$ cat src/common/iuv_pkg.sv
// constants and types for the input undervoltage response and turn-on sequencer
package iuv_pkg;

  // ----------------------------------------------------------------
  // command codes
  // ----------------------------------------------------------------
  localparam logic [7:0] CMD_CLEAR_FAULTS = 8'h03;
  localparam logic [7:0] CMD_UV_RESP = 8'h5a;
  localparam logic [7:0] CMD_PG_ON = 8'h5e;
  localparam logic [7:0] CMD_TURN_ON_DELAY_TIME = 8'h60;
  localparam logic [7:0] CMD_TURN_ON_RISE_TIME = 8'h61;
  localparam logic [7:0] CMD_STATUS_BYTE = 8'h78;

  // ----------------------------------------------------------------
  // reset values and field layout
  // ----------------------------------------------------------------
  localparam logic [7:0] UV_RESP_RST = 8'h80;
  localparam logic [15:0] TURN_ON_DELAY_TIME_RST = 16'hca80;
  localparam logic [15:0] TURN_ON_RISE_TIME_RST = 16'hca80;
  localparam int BEHAV_MSB = 7;
  localparam int BEHAV_LSB = 6;
  localparam int RETRY_MSB = 5;
  localparam int RETRY_LSB = 3;
  localparam logic [1:0] BEHAV_DISABLE = 2'h2;
  localparam logic [2:0] RETRY_NONE = 3'h0;
  localparam logic [2:0] RETRY_FOREVER = 3'h7;
  localparam logic [2:0] RETRY_TIME_RB = 3'h7;
  localparam int STAT_OFF_BIT = 6;
  localparam int STAT_UV_BIT = 3;
  localparam int LIN11_EXP_MSB = 15;
  localparam int LIN11_EXP_LSB = 11;
  localparam int LIN11_MAN_MSB = 10;
  localparam logic [3:0] PG_NUM = 4'h9;
  localparam logic [3:0] PG_DEN = 4'ha;

  // ----------------------------------------------------------------
  // timing
  // ----------------------------------------------------------------
  localparam int CLK_HZ = 50_000_000;
  localparam int TICK_MS = 1;
  localparam int TICK_CYC = CLK_HZ / 1000 * TICK_MS;
  localparam int RETRY_MS = 70;
  localparam int DELAY_MIN_MS = 0;
  localparam int DELAY_MAX_MS = 5000;
  localparam int RISE_MIN_MS = 5;
  localparam int RISE_MAX_MS = 100;
  localparam int MS_W = 13;

  // ----------------------------------------------------------------
  // types
  // ----------------------------------------------------------------
  typedef struct packed {
    logic valid;
    logic write;
    logic [7:0] code;
    logic [15:0] wdata;
  } iuv_cmd_s;

  typedef enum logic [2:0] {
    ST_OFF = 3'h0,
    ST_DELAY = 3'h1,
    ST_RISE = 3'h2,
    ST_ON = 3'h3,
    ST_FAULT = 3'h4
  } iuv_st_e;

  typedef struct packed {
    logic en_m;
    logic en_s;
    logic uv_m;
    logic uv_s;
    iuv_st_e st;
    logic [15:0] tdiv;
    logic tick;
    logic [MS_W-1:0] ms;
    logic [7:0] uv_resp;
    logic [15:0] pg_thr;
    logic [15:0] ton_dly;
    logic [15:0] turn_on_rise_time;
    logic init;
    logic uv_flag;
    logic alert;
    logic alert_n;
    logic pg;
    logic out_en;
    logic ramp;
    logic ramp_gain;
    logic [MS_W-1:0] ramp_ms;
    logic [15:0] rd_data;
    logic rd_valid;
  } iuv_state_s;

endpackage

$ cat src/hw/iuv_lin11.sv
// linear-11 word to whole milliseconds, clamped to a range
`timescale 1ns/100ps
module iuv_lin11 #(
  parameter int MIN_MS = 0,
  parameter int MAX_MS = 5000
) (
  // encoded word
  input wire logic [15:0] word_i,
  // decoded time
  output logic [iuv_pkg::MS_W-1:0] ms_o
);
  import iuv_pkg::*;

  logic signed [4:0] expo;
  logic signed [10:0] mant;
  logic [31:0] val;

  always_comb begin
    expo = word_i[LIN11_EXP_MSB:LIN11_EXP_LSB];
    mant = word_i[LIN11_MAN_MSB:0];
    val = 32'h0;
    if (!mant[10]) begin
      if (!expo[4]) begin
        val = {21'h0, mant} << expo;
      end else begin
        val = {21'h0, mant} >> (-expo);
      end
    end
    if (val < 32'(MIN_MS)) begin
      val = 32'(MIN_MS);
    end else if (val > 32'(MAX_MS)) begin
      val = 32'(MAX_MS);
    end
    ms_o = val[MS_W-1:0];
  end

endmodule

$ cat src/hw/iuv_seq.sv
// input undervoltage response, power-good and turn-on sequencer
`timescale 1ns/100ps
// Behaviour
// - response code 10 disables output, applies retry
// - fault pulls alert low, sets fault bit
// - fault bits cleared only by clear-faults
// - retry 000: stay off until cleared
// - retry 111: restart until off or fault
// - retry interval 70 ms, bits 2:0 read 111
// - response register byte wide, default 80h
// - power-good on above threshold, off below limit
// - power-good threshold defaults to 0.9 setpoint
// - wait turn-on delay, 0-5 s, default 5 ms
// - rise time used only outside multi-phase mode
// - rise time 5-100 ms, default 5 ms
// - timing words are linear-11 milliseconds
// - register writes refused while write protection active, clear-faults still taken
// - status byte bit 3 reports input undervoltage
module iuv_seq #(
  parameter int TICK_CYCLES = iuv_pkg::TICK_CYC
) (
  // clock and reset
  input wire logic mclk,
  input wire logic rst_n,
  // management command port
  input wire iuv_pkg::iuv_cmd_s cmd_i,
  input wire logic wp_active_i,
  output logic [15:0] rd_data_o,
  output logic rd_valid_o,
  // enable sources and fault inputs
  input wire logic ctrl_pin_i,
  input wire logic op_on_i,
  input wire logic vin_uv_i,
  input wire logic other_fault_i,
  // output monitoring and straps
  input wire logic [15:0] vout_i,
  input wire logic [15:0] output_undervoltage_limit,
  input wire logic [15:0] vout_strap_i,
  input wire logic multiphase_i,
  // alert line, open drain
  input wire logic alert_line_n_i,
  output logic alert_line_n_o,
  output logic alert_line_n_oe,
  // power stage control
  output logic out_en_o,
  output logic ramp_o,
  output logic ramp_by_gain_o,
  output logic [iuv_pkg::MS_W-1:0] ramp_ms_o,
  output logic power_good_o
);
  import iuv_pkg::*;

  // ----------------------------------------------------------------
  // reset release
  // ----------------------------------------------------------------
  logic [1:0] rst_sync_q;
  logic rst_q;

  // two-stage release of the asynchronous reset
  always_ff @(posedge mclk or negedge rst_n) begin
    if (!rst_n) begin
      rst_sync_q <= 2'h0;
    end else begin
      rst_sync_q <= {rst_sync_q[0], 1'b1};
    end
  end
  assign rst_q = rst_sync_q[1];

  // ----------------------------------------------------------------
  // decoded timing words
  // ----------------------------------------------------------------
  iuv_state_s s_q;
  iuv_state_s s_d;
  logic [MS_W-1:0] dly_ms;
  logic [MS_W-1:0] rise_ms;

  iuv_lin11 #(.MIN_MS(DELAY_MIN_MS), .MAX_MS(DELAY_MAX_MS)) u_dly (
    .word_i(s_q.ton_dly),
    .ms_o(dly_ms)
  );

  iuv_lin11 #(.MIN_MS(RISE_MIN_MS), .MAX_MS(RISE_MAX_MS)) u_rise (
    .word_i(s_q.turn_on_rise_time),
    .ms_o(rise_ms)
  );

  // 0.9 times the strapped setpoint
  function automatic logic [15:0] pg_default(input logic [15:0] sp);
    logic [19:0] prod;
    prod = {4'h0, sp} * {16'h0, PG_NUM};
    return 16'(prod / {16'h0, PG_DEN});
  endfunction

  // ----------------------------------------------------------------
  // combined next state
  // ----------------------------------------------------------------
  logic enabled;
  logic active;
  logic uv_hit;
  logic wr;
  logic rd;
  logic clr;
  logic retry_done;

  assign enabled = s_q.en_s && op_on_i && !other_fault_i;
  assign active = (s_q.st == ST_DELAY) || (s_q.st == ST_RISE) || (s_q.st == ST_ON);
  assign uv_hit = active && s_q.uv_s;
  assign wr = cmd_i.valid && cmd_i.write && !wp_active_i;
  assign rd = cmd_i.valid && !cmd_i.write;
  assign clr = cmd_i.valid && cmd_i.write && (cmd_i.code == CMD_CLEAR_FAULTS);
  assign retry_done = s_q.tick && (s_q.ms >= MS_W'(RETRY_MS - 1));

  always_comb begin
    s_d = s_q;
    s_d.rd_valid = 1'b0;
    // pin synchronisers
    s_d.en_m = ctrl_pin_i;
    s_d.en_s = s_q.en_m;
    s_d.uv_m = vin_uv_i;
    s_d.uv_s = s_q.uv_m;
    // millisecond enable
    s_d.tick = 1'b0;
    if (s_q.tdiv >= 16'(TICK_CYCLES - 1)) begin
      s_d.tdiv = 16'h0;
      s_d.tick = 1'b1;
    end else begin
      s_d.tdiv = s_q.tdiv + 16'h1;
    end
    if (s_q.tick) begin
      s_d.ms = s_q.ms + MS_W'(1);
    end
    // threshold default caught after reset release
    if (!s_q.init) begin
      s_d.init = 1'b1;
      s_d.pg_thr = pg_default(vout_strap_i);
    end
    if (wr) begin
      unique case (cmd_i.code)
        CMD_UV_RESP: s_d.uv_resp = cmd_i.wdata[7:0];
        CMD_PG_ON: s_d.pg_thr = cmd_i.wdata;
        CMD_TURN_ON_DELAY_TIME: s_d.ton_dly = cmd_i.wdata;
        CMD_TURN_ON_RISE_TIME: s_d.turn_on_rise_time = cmd_i.wdata;
        default: ;
      endcase
    end
    // register read back, unmapped reads zero
    if (rd) begin
      s_d.rd_valid = 1'b1;
      unique case (cmd_i.code)
        CMD_UV_RESP: s_d.rd_data = {8'h0, s_q.uv_resp[7:3], RETRY_TIME_RB};
        CMD_PG_ON: s_d.rd_data = s_q.pg_thr;
        CMD_TURN_ON_DELAY_TIME: s_d.rd_data = s_q.ton_dly;
        CMD_TURN_ON_RISE_TIME: s_d.rd_data = s_q.turn_on_rise_time;
        CMD_STATUS_BYTE: begin
          s_d.rd_data = 16'h0;
          s_d.rd_data[STAT_UV_BIT] = s_q.uv_flag;
          s_d.rd_data[STAT_OFF_BIT] = !s_q.out_en;
        end
        default: s_d.rd_data = 16'h0;
      endcase
    end
    // sticky fault bit, set beats clear
    if (clr) begin
      s_d.uv_flag = 1'b0;
    end
    if (uv_hit) begin
      s_d.uv_flag = 1'b1;
    end
    s_d.alert = s_d.uv_flag;
    s_d.alert_n = !s_d.uv_flag;
    if (vout_i > s_q.pg_thr) begin
      s_d.pg = 1'b1;
    end else if (vout_i < output_undervoltage_limit) begin
      s_d.pg = 1'b0;
    end
    // sequencer
    unique case (s_q.st)
      ST_OFF: begin
        if (enabled && !s_q.uv_flag && !s_q.uv_s) begin
          s_d.st = ST_DELAY;
          s_d.ms = '0;
        end
      end
      // hold off for the turn-on delay
      ST_DELAY: begin
        if (s_q.ms >= dly_ms) begin
          s_d.st = ST_RISE;
          s_d.ms = '0;
          s_d.out_en = 1'b1;
          s_d.ramp = 1'b1;
          s_d.ramp_gain = multiphase_i;
          s_d.ramp_ms = rise_ms;
        end
      end
      // timed ramp only outside multi-phase use
      ST_RISE: begin
        if (s_q.ramp_gain ? s_q.pg : (s_q.ms >= s_q.ramp_ms)) begin
          s_d.st = ST_ON;
          s_d.ramp = 1'b0;
        end
      end
      ST_ON: ;
      ST_FAULT: begin
        if (s_q.uv_resp[RETRY_MSB:RETRY_LSB] == RETRY_FOREVER) begin
          if (retry_done && !s_q.uv_s) begin
            s_d.st = ST_DELAY;
            s_d.ms = '0;
          end
        end else if (!s_q.uv_flag) begin
          s_d.st = ST_OFF;
        end
      end
      default: s_d.st = ST_OFF;
    endcase
    if (uv_hit) begin
      s_d.st = ST_FAULT;
      s_d.ms = '0;
      s_d.out_en = 1'b0;
      s_d.ramp = 1'b0;
    end
    // off command or other fault ends retries
    if (!enabled && (s_q.st != ST_OFF)) begin
      s_d.st = ST_OFF;
      s_d.out_en = 1'b0;
      s_d.ramp = 1'b0;
    end
  end

  // state register
  always_ff @(posedge mclk or negedge rst_q) begin
    if (!rst_q) begin
      s_q <= '0;
      s_q.st <= ST_OFF;
      s_q.uv_resp <= UV_RESP_RST;
      s_q.ton_dly <= TURN_ON_DELAY_TIME_RST;
      s_q.turn_on_rise_time <= TURN_ON_RISE_TIME_RST;
      s_q.alert_n <= 1'b1;
    end else begin
      s_q <= s_d;
    end
  end

  // outputs straight from flops
  assign rd_data_o = s_q.rd_data;
  assign rd_valid_o = s_q.rd_valid;
  assign alert_line_n_o = s_q.alert_n;
  assign alert_line_n_oe = s_q.alert;
  assign out_en_o = s_q.out_en;
  assign ramp_o = s_q.ramp;
  assign ramp_by_gain_o = s_q.ramp_gain;
  assign ramp_ms_o = s_q.ramp_ms;
  assign power_good_o = s_q.pg;
endmodule

$ cat config.mk
export PLATFORM = sky130hd
export DESIGN_NAME = iuv_seq
export DESIGN_NICKNAME = d
export VERILOG_FILES = /design/src/common/iuv_pkg.sv /design/src/hw/iuv_lin11.sv /design/src/hw/iuv_seq.sv
export SDC_FILE = /design/constraint.sdc
export NUM_CORES = 1
export LEC_CHECK = 0
export ABC_AREA = 1
export BUFFER_PORTS_ARGS = -buffer_cell sky130_fd_sc_hd__buf_2
export CAP_MARGIN = 20
export CORE_MARGIN = 3
export CORE_UTILIZATION = 35
export DETAILED_ROUTE_END_ITERATION = 7
export PLACE_DENSITY_LB_ADDON = 0.12
export REMOVE_ABC_BUFFERS = 1
export SLEW_MARGIN = 20
export SYNTH_ARGS = -nofsm -noshare
export SYNTH_HDL_FRONTEND = slang
export SYNTH_SLANG_ARGS = --single-unit
$ cat constraint.sdc
create_clock -name mclk -period 8.6 [get_ports mclk]
set_clock_uncertainty 0.1 [all_clocks]
set_input_delay 0.43 -clock mclk [delete_from_list [all_inputs] [get_ports mclk]]
set_output_delay 0.43 -clock mclk [all_outputs]
set_load 0.03 [all_outputs]
==> results.cfg, run 1 <==
[hold_path]
holdPathStages = 3
hold_path_class = in2reg
min_from = multiphase_i
min_delay_worst_endpoint = ramp_by_gain_o

[global_routing]
grt_pass1_vias = 11266
grt.overflow.total = 0
grt_usage_pct = 19.1
grt_max_degree = 71
antenna_found_initial = 2
grt_pass1_wl_mm = 56.2

[worst_setup_path]
slowest_stage = fa_1
critical_path.max_stage_delay_ns = 0.45
r2r_start = s_q[65]
r2r_cells = 31
rr_endpoint = ramp_ms_o[1]
end_kind = register
reg2reg_slack_ns = 1.91
critPathRequiredTime_ns = 8.81
critPathKind = in2reg
cp_max_fo = 5
crit_arrival_ns = 7.41
crit_path_start_kind = input port
cp_common_cell = nand2_2

[clock_tree]
tritoncts = done
root_buffer = clkbuf_16
path_clk_slew_ns = 0.06
cts_sinks = 129
cts_buffer_depth = 2
cts_buffers = 17
htree_levels = 4
ctsResizeCount = 0
worstSkewPairLatency_ns = 0.43

[drt]
wire_per_inst_um = 14.7
drt-total-wl_mm = 34.2
vias_per_cell = 5.03
drc_errors = 0
detail-route-antenna-nets = 0
dr_total_vias = 11701
drt_iter0_markers = 654
drt_pre_antenna_iters = 6

[yosys]
synth_edf_count = 0
synthSimpleGateAreaFrac_pct = 31.9
yosysWarnings = 0
synthFlopType = dfrtp_1
synth_top_family_by_area = simple AND/OR/NAND/NOR gates
synthTopCellsByArea = dfrtp_1 25%, nand2_1 14%, ha_1 9.3%
synth_top_area_share_pct = 24.6
synth_seq_cells = 129
netlist-cell-type-count = 58
ys_seq_area_share_pct = 27.3
synth-async-reset-ratio_pct = 100
synth_area_sq_mm = 0.0119
synth-adder-area-share_pct = 9.43
synthMuxAreaShare_pct = 0.0842
synth_top_area_cell = dfrtp_1
synth_area_per_cell_sq_um = 6.62
syn_inst = 1796
synth_xor_area_share_pct = 1.77
synth-compound-area-share_pct = 17.2

[die]
die_w_um = 190
die_area_sq_mm = 0.0362
coreArea_sq_mm = 0.0330
num_rows = 66
start_util_pct = 36.0
dieHeight_um = 190
io_pins = 119

[finish]
area_delta_synth_final_pct = 12.1
final_common_cell = nand2_1
diodes = 0
drive_gt1_share_pct = 14.8
nNetsFinal = 2042
mostFrequentLayoutCells = 458 x nand2_1, 267 x inv_1, 146 x o21ai_0

[timing]
hold_violations = 0
clock.fmax_ghz = 0.139
setup_violations = 0
min_period_over_period_pct = 83.7
rsz0062_at_grt = false
worstMarginPinSlew_ns = 1.04
min_period_ns = 7.20
drv_slew = 0
fin_tns_setup_ns = 0
maxSlewHeadroom_pct = 30.5

[placed_design]
globalplace.congestion = 0.895
dp_hpwl_mm = 27.9
portBuffers = 117

[job]
cap_violations = 0

[run_status]
outcome = finished, final reports clean
worst max-delay path: cells and delay by family:
kind	cells	cell delay, ns
simple gates	62	5.15
fa+ha+maj	3	0.97
buf+inv	9	0.65
compound gates	2	0.21
worst max path at each step:
stage	from	endpoint	cells after the start
floorplan	vout_strap_i[1]	s_q[70]	74
global placement	vout_strap_i[1]	s_q[70]	78
detailed placement	vout_strap_i[1]	s_q[70]	74
CTS	vout_strap_i[1]	s_q[70]	76
global route	vout_strap_i[1]	s_q[70]	76
finish	vout_strap_i[1]	s_q[70]	76
registers in the layout (all words and copies together), names as in the netlist, 2 cells and up:
signal and count:
s_q 89, rd_data_o 16, ramp_ms_o 13, rst_sync_q 2, s_d 2
per-stage QoR:
| step | hold WS [ns] | instances | setup WS (ns) | util [%] | cell area [sq um] |
|---|---|---|---|---|---|
| 2_1_floorplan | 0.0344 | 1727 | 2.00 | - | 11500 |
| 3_3_place_gp | 0.116 | 2290 | 1.03 | 38.4 | 12700 |
| 3_5_place_dp | 0.119 | 2290 | 0.927 | 38.4 | 12700 |
| 4_1_cts | 0.0880 | 2325 | 1.36 | 40.4 | 13300 |
| 5_1_grt | 0.128 | 2325 | 0.398 | 40.4 | 13300 |
| 6_report | 0.104 | 2325 | 1.40 | 40.4 | 13300 |
cells by family after synthesis:
logic type / Yosys count
compound gates: 343
xor+xnor: 24
fa+ha+maj: 89
buf+inv: 363
flops: 129
mux: 1
other cells: 1
simple gates: 846
routing by layer:
metal | GRT usage [%] | wire [um] | part of all wire (%)
met1 | 24.9 | 15800 | 46
met2 | 32.9 | 16400 | 48
met3 | 2.98 | 1280 | 3.7
met4 | 5.53 | 763 | 2.2
met5 | 0 | 23 | 0.067
Yosys cell counts, drive strengths merged, types with 19 or more instances:
cell and n:
buf 31, inv 287, nand2 520, nor2 144, nor3 20, nand3 122, a31oi 24, a21oi 77
o21ai 149, dfrtp 117, clkbuf 39, nand4 19, ha 88
layout make-up:
type                       count  area, sq um
clock inverter                13          164
clock buffer                  19          443
timing repair buffer         124          646
tap                          442          553
sequential                   129         3250
multi-input combinational   1305         7180
inverter                     293         1100
fill                        3585        19700
repair_timing:
item / CTS / global route
buffers inserted: 0 / 0
hold endpoints to repair: 4 / 0
endpoints found under the setup margin: 0 / 0
hold buffers: 3 / 0
Power of run 1 is left out: the tool's default activity adds up to more than one toggle a clock period on the data nets, which glitch-free logic cannot reach.
==> run 2: changes to the inputs <==
==> constraint.sdc (replaced) <==
create_clock -name mclk -period 6.1 [get_ports mclk]
set_clock_uncertainty 0.1 [all_clocks]
set_input_delay 0.305 -clock mclk [delete_from_list [all_inputs] [get_ports mclk]]
set_output_delay 0.305 -clock mclk [all_outputs]
set_load 0.03 [all_outputs]
==> results.cfg, run 2 (same netlist as run 1, synthesis figures left out) <==
[run_status]
outcome = finished with violations
failed_checks = setup timing

[drt]
detail-route-antenna-nets = 0
drt_pre_antenna_iters = 6
drt_iter0_markers = 614
drt-total-wl_mm = 36.4
wire_per_inst_um = 14.8
vias_per_cell = 4.97
dr_total_vias = 12243
drc_errors = 0

[timing]
setup_violations = 5
worstMarginPinSlew_ns = 1.01
clock.fmax_ghz = 0.149
holdWs_ns = 0.0481
min_period_ns = 6.71
hold_violations = 0
maxSlewHeadroom_pct = 32.8
drv_slew = 0
min_period_over_period_pct = 110
fin_tns_setup_ns = -2.65
rsz0062_at_grt = true
layout_setup_ws_ns = -0.614

[worst_setup_path]
cp.buffers_inverters = 12
end_kind = register
cp_common_cell = nand2_4
crit_family = simple AND/OR/NAND/NOR gates
critical_path.max_stage_delay_ns = 0.30
critPathKind = in2reg
rr_endpoint = s_q[125]
r2r_cells = 30
crit_path_start_kind = input port
critPathRequiredTime_ns = 6.31
r2r_start = s_q[65]
slowest_stage = ha_4
critical_path_depth = 82
crit_arrival_ns = 6.93
reg2reg_slack_ns = 0.69
cp_max_fo = 6

[placed_design]
place_ws_ns = -1.20
dp_hpwl_mm = 28.7
portBuffers = 117
globalplace.congestion = 0.893

[clock_tree]
tritoncts = done
cts_sinks = 129
path_clk_slew_ns = 0.06
root_buffer = clkbuf_16
cts_buffers = 17
worstSkewPairLatency_ns = 0.43
cts_buffer_depth = 2
htree_levels = 4

[finish]
diodes = 0
largest_reg_flops = 89
max_flop_register = s_q
final_core_util_pct = 46.4
nNetsFinal = 2179
area_delta_synth_final_pct = 28.8
final_common_cell = nand2_1
mostFrequentLayoutCells = 406 x nand2_1, 258 x inv_1, 144 x o21ai_0
drive_gt1_share_pct = 26.2

[die]
die_area_sq_mm = 0.0362
start_util_pct = 36.0
die_w_um = 190
coreArea_sq_mm = 0.0330
num_rows = 66
io_pins = 119
dieHeight_um = 190

[hold_path]
min_from = cmd_i[14]
min_delay_worst_endpoint = s_q[68]
holdPathStages = 3
hold_path_class = in2reg

[global_routing]
grt_pass1_wl_mm = 58.3
grt_max_degree = 67
antenna_found_initial = 2
grt.overflow.total = 0
grt_pass1_vias = 11865
grt_usage_pct = 19.9

[job]
cap_violations = 0
[run 2: cell count changes in the layout (fill, tap and decap cells not counted), sizes merged]
cell / delta
clkbuf: -2
dlygate4sd3: +1
clkinvlp: +1
clkinv: -5
inv: +6
buf: +136
[run 2: stage by stage]
stage,cell area (sq um),cells
after floorplan,11500,1727
after global placement,13400,2383
after detailed placement,13400,2383
after CTS,14900,2454
after global routing,15300,2462
final,15300,2462
[run 2: worst register-to-register path, delay by kind of cell, from the launching register on]
kind                       cells  cell delay, ns
buffers and inverters          6            0.60
and+or+nand+nor               11            1.06
AOI/OAI and AO/OA             11            2.36
adders and majority gates      2            0.63
DFF                            1            0.53
[run 2: routing by layer]
metal	GRT usage (%)	wire [um]	vias to the layer above
li1	-	-	6299
met1	24.8	15900	5631
met2	34.9	17900	255
met3	3.40	1670	54
met4	6.41	960	4
met5	0	31	-
[run 2: what timing repair did]
action	CTS	global route
gates resized for setup	95	103
hold buffers	4	0
gates cloned	0	0
setup endpoints to repair	4	6
setup buffers	36	8
pin swaps	44	66
hold endpoints to repair	5	0
[run 2: how the worst max path moves through the flow]
stage,start,end,slack (ns)
2_1_floorplan,vout_strap_i[1],s_q[70],-0.37
3_3_place_gp,vout_strap_i[1],s_q[70],-0.92
3_5_place_dp,vout_strap_i[1],s_q[70],-1.20
4_1_cts,vout_strap_i[1],s_q[70],-0.48
5_1_grt,vout_strap_i[8],s_q[70],-1.17
6_report,vout_strap_i[8],s_q[70],-0.61
[run 2: final cells by class]
type | count | area [sq um]
Fill cell | 3414 | 17700
Multi-Input combinational cell | 1305 | 8060
Sequential cell | 129 | 3250
Timing Repair Buffer | 261 | 1740
Inverter | 293 | 1110
Tap cell | 442 | 553
Clock buffer | 17 | 425
Clock inverter | 15 | 180
Power of run 2 is left out for the same reason.
